[config.mk]
export PLATFORM = sky130hd
export DESIGN_NAME = mtpc_top
export DESIGN_NICKNAME = d
export VERILOG_FILES = /design/src/verilog/mtpc_pkg.sv /design/src/verilog/mtpc_channel.sv /design/src/verilog/mtpc_top.sv
export VERILOG_INCLUDE_DIRS = /design/src /design/src/verilog
export SDC_FILE = /design/constraint.sdc
export NUM_CORES = 2
export LEC_CHECK = 0
export BUFFER_PORTS_ARGS = -buffer_cell sky130_fd_sc_hd__buf_2
export CORE_AREA = 4 4 356 358
export DETAILED_ROUTE_END_ITERATION = 10
export DIE_AREA = 0 0 360 362
export PLACE_DENSITY = 0.57
export SLEW_MARGIN = 5
export SYNTH_ARGS = -nofsm -noshare
export SYNTH_HDL_FRONTEND = slang
export SYNTH_SLANG_ARGS = --single-unit
[constraint.sdc]
create_clock -name clk -period 10.9 [get_ports clk]
set_clock_uncertainty 0.1 [all_clocks]
set_input_delay 2.18 -clock clk [delete_from_list [all_inputs] [get_ports clk]]
set_output_delay 2.18 -clock clk [all_outputs]
set_load 0.02 [all_outputs]
[src/verilog/mtpc_map.svh]
// Purpose: constants for the multimode timer block
// Assumes: 100 MHz clock, synchronous active-high reset
// Notes: all offsets, widths and counts live here as macros
`ifndef MTPC_MAP_SVH
`define MTPC_MAP_SVH
`define MTPC_NUM_TIMERS   9
`define MTPC_CNT_W        16
`define MTPC_PRE_W        5
`define MTPC_PRE_MAX      5'h10
`define MTPC_PRE_CNT_W    17
`define MTPC_DS_W         17
`define MTPC_FULL_IDX     2
`endif

[src/verilog/mtpc_pkg.sv]
// Purpose: shared types for the multimode timer block
// Assumes: included map header for widths
// Notes: modes are binary coded
`include "mtpc_map.svh"
package mtpc_pkg;
    // Operating mode request
    typedef enum logic [2:0] {
        MTPC_MODE_TIMER   = 3'h0,
        MTPC_MODE_COUNTER = 3'h1,
        MTPC_MODE_CAPTURE = 3'h2,
        MTPC_MODE_DSIGMA  = 3'h3
    } mtpc_mode_t;
    // Per-timer configuration
    typedef struct packed {
        logic                     enable;      // Timer powered
        logic                     start;       // Start pulse
        logic                     stop;        // Stop pulse
        logic                     repeat_run;  // Repeat form
        mtpc_mode_t               mode;        // Mode select
        logic [`MTPC_PRE_W-1:0]   prescale;    // Clock exponent
        logic                     out_en;      // Drive pin
        logic                     invert;      // Invert output
        logic                     irq_rise_en; // Rise event enable
        logic                     irq_fall_en; // Fall event enable
        logic                     both_edges;  // Counter both edges
        logic                     return_zero_encoding;         // return_zero_encoding
        logic [`MTPC_CNT_W-1:0]   rise_count;  // Time to rise
        logic [`MTPC_CNT_W-1:0]   fall_count;  // Time to fall
    } mtpc_cfg_t;
    // Per-timer status
    typedef struct packed {
        logic                     running;    // Timer active
        logic                     rise_event; // Rise event pulse
        logic                     fall_event; // Fall event pulse
        logic [`MTPC_CNT_W-1:0]   count;      // Live counter
        logic [`MTPC_CNT_W-1:0]   cap_rise;   // Capture rise stamp
        logic [`MTPC_CNT_W-1:0]   cap_fall;   // Capture fall stamp
    } mtpc_stat_t;
endpackage : mtpc_pkg

[src/verilog/mtpc_channel.sv]
// Purpose: one timer channel of the multimode block
// Assumes: synchronous inputs, one clock
// Notes: external-input modes gated by HAS_EXT
`timescale 1ns/1ps
`default_nettype none
`include "mtpc_map.svh"
module mtpc_channel
    import mtpc_pkg::*;
#(
    parameter bit HAS_EXT = 1'b0,
    parameter bit HAS_OUT = 1'b1
) (
    input  wire logic       clk,
    input  wire logic       rst,
    input  wire mtpc_cfg_t  cfg,
    input  wire logic       ext_in,
    output mtpc_stat_t      stat,
    output logic            wave_out
);
    // Run state, one-hot
    typedef enum logic [2:0] {
        MTPC_ST_IDLE = 3'b001,
        MTPC_ST_RUN  = 3'b010,
        MTPC_ST_DONE = 3'b100
    } mtpc_state_t;

    mtpc_state_t                   state;    // Run state
    logic [`MTPC_PRE_CNT_W-1:0]    pre_cnt;  // Prescale divider
    logic                          tick;     // Timer clock tick
    logic [`MTPC_CNT_W-1:0]        cnt;      // Main counter
    logic                          wave;     // Raw waveform
    logic                          ext_d;    // Last external level
    logic                          ext_rise; // External rising edge
    logic                          ext_fall; // External falling edge
    logic [`MTPC_DS_W-1:0]         ds_acc;   // Delta-sigma accumulator
    logic [`MTPC_DS_W:0]           ds_sum;   // Accumulator plus value
    logic                          ds_bit;   // Delta-sigma output bit
    logic                          rz_phase; // RETURN_ZERO_ENCODING return phase
    logic                          mode_ok;  // Mode allowed here
    logic                          cnt_mode; // Counter mode active
    logic                          running;  // Running mirror
    logic                          rise_ev;  // Rise event pulse
    logic                          fall_ev;  // Fall event pulse
    logic [`MTPC_CNT_W-1:0]        cnt_seen; // Counter mirror
    logic [`MTPC_CNT_W-1:0]        cap_rise; // Stamp at input rise
    logic [`MTPC_CNT_W-1:0]        cap_fall; // Stamp at input fall

    // Mode capability filter
    always_comb begin
        mode_ok = 1'b1;
        if (!HAS_EXT && (cfg.mode == MTPC_MODE_COUNTER || cfg.mode == MTPC_MODE_CAPTURE)) begin
            mode_ok = 1'b0;
        end
    end
    assign cnt_mode = (cfg.mode == MTPC_MODE_COUNTER);

    // Prescale tick: divide by 2**prescale, and by 2**17 for any prescale above 16
    always_comb begin
        if (cfg.prescale == '0) begin
            tick = 1'b1;
        end else begin
            tick = (pre_cnt == ((`MTPC_PRE_CNT_W'(1) << cfg.prescale) - `MTPC_PRE_CNT_W'(1)));
        end
    end

    always_ff @(posedge clk) begin
        if (rst || state != MTPC_ST_RUN || tick) begin
            pre_cnt <= '0;
        end else begin
            pre_cnt <= pre_cnt + `MTPC_PRE_CNT_W'(1);
        end
    end

    // External edge detect
    always_ff @(posedge clk) begin
        if (rst) begin
            ext_d <= 1'b0;
        end else begin
            ext_d <= ext_in;
        end
    end
    assign ext_rise = ext_in && !ext_d;
    assign ext_fall = !ext_in && ext_d;

    // Run control state machine
    always_ff @(posedge clk) begin
        if (rst || !cfg.enable || cfg.stop) begin
            state <= MTPC_ST_IDLE;
        end else begin
            case (state)
                MTPC_ST_IDLE: begin
                    if (cfg.start && mode_ok) begin
                        state <= MTPC_ST_RUN;
                    end
                end
                MTPC_ST_RUN: begin
                    if (cfg.start) begin
                        state <= MTPC_ST_RUN;
                    end else if ((cfg.mode == MTPC_MODE_TIMER || cnt_mode) && tick
                                 && cnt == cfg.fall_count && !cfg.repeat_run) begin
                        state <= MTPC_ST_DONE;
                    end
                end
                MTPC_ST_DONE: begin
                    if (cfg.start) begin
                        state <= MTPC_ST_RUN;
                    end
                end
                default: state <= MTPC_ST_IDLE;
            endcase
        end
    end

    // Counter, waveform and edge events
    always_ff @(posedge clk) begin
        rise_ev <= 1'b0;
        fall_ev <= 1'b0;
        if (rst || cfg.start || state != MTPC_ST_RUN) begin
            cnt  <= '0;
            wave <= 1'b0;
        end else if (cfg.mode == MTPC_MODE_TIMER || cnt_mode) begin
            if (cnt_mode ? (ext_rise || (cfg.both_edges && ext_fall)) : tick) begin
                if (cnt == cfg.fall_count) begin
                    cnt  <= '0;
                    wave <= 1'b0;
                    fall_ev <= cfg.irq_fall_en;
                end else begin
                    cnt <= cnt + `MTPC_CNT_W'(1);
                    if (cnt + `MTPC_CNT_W'(1) == cfg.rise_count) begin
                        wave <= 1'b1;
                        rise_ev <= cfg.irq_rise_en;
                    end
                end
            end
        end else if (cfg.mode == MTPC_MODE_CAPTURE) begin
            if (tick) begin
                cnt <= cnt + `MTPC_CNT_W'(1);
            end
        end
    end

    // Capture stamps, visible while running
    always_ff @(posedge clk) begin
        if (rst || (cfg.start && state != MTPC_ST_RUN)) begin
            cap_rise <= '0;
            cap_fall <= '0;
        end else if (state == MTPC_ST_RUN && cfg.mode == MTPC_MODE_CAPTURE && tick) begin
            if (ext_rise) begin
                cap_rise <= cnt;
            end
            if (ext_fall) begin
                cap_fall <= cnt;
            end
        end
    end

    // Delta-sigma first-order modulator
    assign ds_sum = {1'b0, ds_acc} + {2'b00, cfg.rise_count};
    always_ff @(posedge clk) begin
        if (rst || state != MTPC_ST_RUN || cfg.mode != MTPC_MODE_DSIGMA) begin
            ds_acc   <= '0;
            ds_bit   <= 1'b0;
            rz_phase <= 1'b0;
        end else if (tick) begin
            rz_phase <= cfg.return_zero_encoding ? !rz_phase : 1'b0;
            if (!rz_phase) begin
                ds_acc <= {1'b0, ds_sum[`MTPC_CNT_W-1:0]};
                ds_bit <= ds_sum[`MTPC_CNT_W];
            end else begin
                ds_bit <= 1'b0;
            end
        end
    end

    // Pin output register
    always_ff @(posedge clk) begin
        if (rst || !HAS_OUT || !cfg.out_en) begin
            wave_out <= 1'b0;
        end else if (cfg.mode == MTPC_MODE_DSIGMA) begin
            wave_out <= ds_bit ^ cfg.invert;
        end else begin
            wave_out <= wave ^ cfg.invert;
        end
    end

    // Status mirrors
    always_ff @(posedge clk) begin
        if (rst) begin
            running  <= 1'b0;
            cnt_seen <= '0;
        end else begin
            running  <= (state == MTPC_ST_RUN);
            cnt_seen <= cnt;
        end
    end

    // One driver for the status word, every field registered
    assign stat = '{running: running, rise_event: rise_ev, fall_event: fall_ev,
                    count: cnt_seen, cap_rise: cap_rise, cap_fall: cap_fall};
endmodule : mtpc_channel
`default_nettype wire

[src/verilog/mtpc_top.sv]
// Purpose: nine-timer block with PWM, counter, capture, delta-sigma
// Assumes: pins routed by software before enable
// Notes: timers 0 and 1 have external inputs; index 8 has no pin
`timescale 1ns/1ps
`default_nettype none
`include "mtpc_map.svh"
module mtpc_top
    import mtpc_pkg::*;
(
    input  wire logic       clk,
    input  wire logic       rst,
    input  wire mtpc_cfg_t  cfg [`MTPC_NUM_TIMERS],
    input  wire logic       timer_a_capture_in,
    input  wire logic       timer_a_clock_gate_in,
    input  wire logic       timer_b_capture_in,
    output mtpc_stat_t      stat [`MTPC_NUM_TIMERS],
    output logic            timer_a_waveform_out,
    output logic            timer_b_waveform_out,
    output logic            pulse_out_first,
    output logic            pulse_out_second,
    output logic            pulse_out_third,
    output logic            pulse_out_fourth,
    output logic            pulse_out_fifth,
    output logic            pulse_out_sixth
);
    logic [`MTPC_NUM_TIMERS-1:0] wave; // Channel pin drives
    logic [`MTPC_NUM_TIMERS-1:0] ext;  // Channel external inputs

    // Timer a counts clock gate, captures capture pin
    assign ext[0] = (cfg[0].mode == MTPC_MODE_COUNTER) ? timer_a_clock_gate_in
                                                       : timer_a_capture_in;
    assign ext[1] = timer_b_capture_in;
    assign ext[`MTPC_NUM_TIMERS-1:2] = '0;

    // One channel per timer index
    for (genvar i = 0; i < `MTPC_NUM_TIMERS; i++) begin : g_tim
        mtpc_channel #(
            .HAS_EXT (i < 2),
            .HAS_OUT (i < `MTPC_NUM_TIMERS - 1)
        ) u_ch (
            .clk      (clk),
            .rst      (rst),
            .cfg      (cfg[i]),
            .ext_in   (ext[i]),
            .stat     (stat[i]),
            .wave_out (wave[i])
        );
    end

    // Pin map, outputs already registered in channels
    assign timer_a_waveform_out = wave[0];
    assign timer_b_waveform_out = wave[1];
    assign pulse_out_first      = wave[2];
    assign pulse_out_second     = wave[3];
    assign pulse_out_third      = wave[4];
    assign pulse_out_fourth     = wave[5];
    assign pulse_out_fifth      = wave[6];
    assign pulse_out_sixth      = wave[7];
endmodule : mtpc_top
`default_nettype wire
==> metrics.md <==
| Metric | Value |
|---|---|
| I/O Buffers | `687` |
| Detail Placement HPWL | `110400 µm` |
| Die outline area | `0.1303 mm²` |
| Via-per-instance ratio | `5.230` |
| Cells on Worst Hold Path | `2` |
| Total power per unit cell area | `118.2 mW/mm²` |
| Worst Path Arrival | `6.85 ns` |
| Total number of vias | `40790` |
| Post-layout total power | `0.006169 W` |
| DRC marker count from the first detailed-route iteration | `2961` |
| Standard-cell row count | `129` |
| Share of async-settable or async-resettable flops after synthesis | `0%` |
| Number of H-tree levels | `3` |
| Clock tree from TritonCTS | `built` |
| Final critical-path share of the clock period | `58.49%` |
| Worst ir drop on vdd | `0.0001043 V` |
| Inserted Clock Buffers | `89` |
| Final hold violation count | `0` |
| Total global-route track usage | `21.08%` |
| Total instance count after detailed placement | `7619` |
| Largest fanout on the critical path | `24` |
| Main flop type after synthesis | `sky130_fd_sc_hd__dfxtp_1` |
| Non-filler instance count after layout | `7800` |
| Clock sink total | `721` |
| Avg Synthesized Cell Area | `8.142 µm²` |
| Tightest Pin Transition | `1.247 ns` |
| Required time of the critical path | `11.38 ns` |
| Last weighted congestion value of the routability-driven placer | `0.9093` |
| Chip Width | `360 µm` |
| Grt met2 use | `33.50%` |
| Number of nets in the layout | `6691` |
| Post-CTS repair timing setup buffer count | `0` |
| Core footprint | `0.1233 mm²` |
| Worst-skew pair later-pin latency | `0.68 ns` |
| Biggest cell delay along the critical path | `0.79 ns` |
| Root Buffer Master | `sky130_fd_sc_hd__clkbuf_16` |
| Most used cell along the critical path | `sky130_fd_sc_hd__or3_1` |
| Met3 capacity usage during global routing | `4.526%` |
| Antenna Nets Post-Route | `0` |
| Pre-antenna DRT Iters | `5` |
| Pin count of the biggest net entering global routing | `47` |
| Unrepaired setup endpoints after global routing | `no` |
| Number of gates resized after cts | `0` |
| Global-route met1 utilization | `28.96%` |
| Average routed wire per standard cell | `18.66 µm` |
| First-pass GRT wire length | `221100 µm` |
| Leakage | `20.91 nW` |
| Final core utilization | `42.33%` |
| CTS max path bufs | `3` |
| # DRC | `0` |
| Fraction of layout instances using a drive strength above 1 | `15.58%` |
| Cell area reported after detailed placement | `0.04925 mm²` |
| Sort of element at the start of the critical path | `primary input` |
| Tmin final | `6.376 ns` |
| Maximum frequency from static timing analysis | `0.1568 GHz` |
| Antenna violations before repair | `44` |
| Final std cell area, no fill | `0.05220 mm²` |
| Cell count after synthesis | `5637` |
| Hold/Removal Path Class | `reg2reg` |
| Clock Pin Slew Worst Setup and Hold Paths | `0.06 ns` |
| Overflow left after global routing | `0` |
| Most congested layer reported by global routing | `met2` |
| Library cells used by synthesis | `97` |
| Result of the run | `completed` |
| Critical-path cell list | `buf_2, or2_2, or3_1, ha_1, xnor2_1, or3_1, a211oi_1, o221ai_1, nor4_1, a311o_1, nand2_1, or4_1, a21oi_1` |
| Sequential element share of the synthesized area | `31.45%` |
| Vert. Die Dim | `362 µm` |
| Via count of the first global-routing pass | `37810` |
| Hold buffer count at cts | `0` |
| Slew headroom | `16.34%` |
| Depth of the worst register-to-register path | `7` |
| Starting Density | `37.22%` |
| Post-synth EDFFs | `0` |
| Routed wire length | `145500 µm` |
| Number of top-level pins | `922` |
| Count of pins over their slew limit | `0` |
| Post-synthesis sequential element count | `721` |
| Summed negative setup slack over all endpoints | `0 ns` |
| Total number of yosys warnings | `0` |
| Category of the most critical setup path | `in2reg` |
| Filler Cell Count | `12510` |
| Kind of end point of the critical path | `flop` |
| Area growth syn-to-layout | `13.73%` |
| Total of max-cap violations | `0` |
| Slowest library cell on the worst path | `sky130_fd_sc_hd__a311o_1` |
| Final setup violation count | `0` |
| Combined area of all synthesized cells | `0.04590 mm²` |
==> stage by stage <==
step                      hold slack [ns]  setup WS (ns)
final                              0.3610          4.524
after global routing               0.3840          4.220
after CTS                          0.3663          4.652
after detailed placement           0.3583          3.898
after global placement             0.3443          3.921
after floorplan                    0.3276          4.947
==> metal layers <==
metal / vias to the layer above / share of wire (%)
met3: 222 / 6.9
met1: 19160 / 46
met4: 18 / 2.1
met5: - / 0.080
met2: 1167 / 45
li1: 20220 / -
==> where the power goes <==
part           switching, W  internal (W)
clock               0.00123       0.00174
sequential       0.00000265       0.00264
combinational      0.000352      0.000207
total               0.00158       0.00459
==> placed cells by master, fill, tap and decap left out, drive strengths merged, types with 155 or more instances in the layout <==
cell type  instances
dfxtp            721
buf              714
nor2             601
xor2             357
xnor2            332
a21oi            321
nand2            319
o21ai            290
conb             224
nor2b            211
nand3            180
mux2i            174
ha               155
==> synth_stat cells, drive strengths merged (13+ instances only) <==
cell type | instances | area, µm²
xnor2 | 332 | 2908
dfxtp | 721 | 14430
and4 | 17 | 148.9
and2 | 18 | 112.6
o22ai | 21 | 131.4
or2 | 29 | 181.4
nand3b | 25 | 187.7
a31oi | 42 | 262.8
inv | 111 | 416.7
nor3 | 116 | 595.6
o311ai | 20 | 175.2
a21oi | 321 | 1607
or4 | 40 | 304.0
buf | 326 | 2243
o211ai | 35 | 267.8
nor4 | 95 | 615.6
ha | 155 | 1939
clkbuf | 267 | 1002
and3 | 102 | 638.1
nand3 | 180 | 900.9
nand4 | 69 | 431.7
xor2 | 357 | 3127
nand2b | 57 | 356.6
nor2 | 601 | 2268
a2111oi | 20 | 175.2
or3b | 31 | 271.5
o21a | 33 | 247.7
a21o | 41 | 307.8
o21bai | 16 | 120.1
a21boi | 13 | 97.59
nand2 | 319 | 1197
mux2i | 174 | 1742
a22oi | 20 | 150.1
or3 | 74 | 473.0
o31ai | 51 | 382.9
a211oi | 37 | 277.8
o41ai | 29 | 254.0
o21ai | 290 | 1451
nor3b | 41 | 307.8
nor4b | 15 | 146.4
nor2b | 211 | 1320
==> path summary, 6_finish.rpt <==
check	to	from	slack, ns
worst max-delay path	g_tim[0].u_ch.cnt[15]	cfg[442]	4.52
worst min-delay path	g_tim[0].u_ch.wave	g_tim[0].u_ch.wave	0.36
worst max register to register	g_tim[4].u_ch.cnt[2]	g_tim[4].u_ch.cnt[0]	6.46
worst min register to register	g_tim[0].u_ch.wave	g_tim[0].u_ch.wave	0.36
==> worst max-delay path, delay by kind of cell <==
family / cells / cell delay, ns
AO/OA/AOI/OAI: 4 / 1.30
buffers and inverters: 1 / 0.19
AND/OR/NAND/NOR: 6 / 2.54
adder cells (fa/ha/maj): 1 / 0.40
XOR/XNOR: 1 / 0.23
==> flip-flops by register name (all words and copies together), names as in the netlist <==
name,flops
g_tim.u_ch.ds_bit,8
g_tim.u_ch.running,9
g_tim.u_ch.ext_d,2
g_tim.u_ch.rise_ev,9
g_tim.u_ch.state,27
g_tim.u_ch.cap_fall,32
g_tim.u_ch.wave_out,8
g_tim.u_ch.fall_ev,9
g_tim.u_ch.cnt,144
g_tim.u_ch.rz_phase,8
g_tim.u_ch.wave,8
g_tim.u_ch.ds_acc,128
g_tim.u_ch.pre_cnt,153
g_tim.u_ch.cap_rise,32
g_tim.u_ch.cnt_seen,144
==> final cells by class <==
class,instances,area (µm²),area share (%)
diodes,22,55.05,0.1055
inverters,112,420.4,0.8054
flip-flops and latches,721,14430,27.65
well taps,1637,2048,3.924
clock inverters,36,357.8,0.6855
multi-input cells,4434,28690,54.96
clock buffers,123,2536,4.859
repair buffers,715,3657,7.006
==> cells by family (layout without fill, tap and decap cells) <==
group	after synthesis	after routing	synth area share, %
other	1	246	0.008171
and+or+nand+nor	2072	2072	23.46
DFF	721	721	31.45
AOI/OAI and AO/OA	1094	1094	14.99
xor gates and xnor gates	695	695	13.45
buffers and inverters	705	986	7.988
adders and majority gates	163	163	4.574
muxes	186	186	4.089
Power figures use the tool's default switching activity.
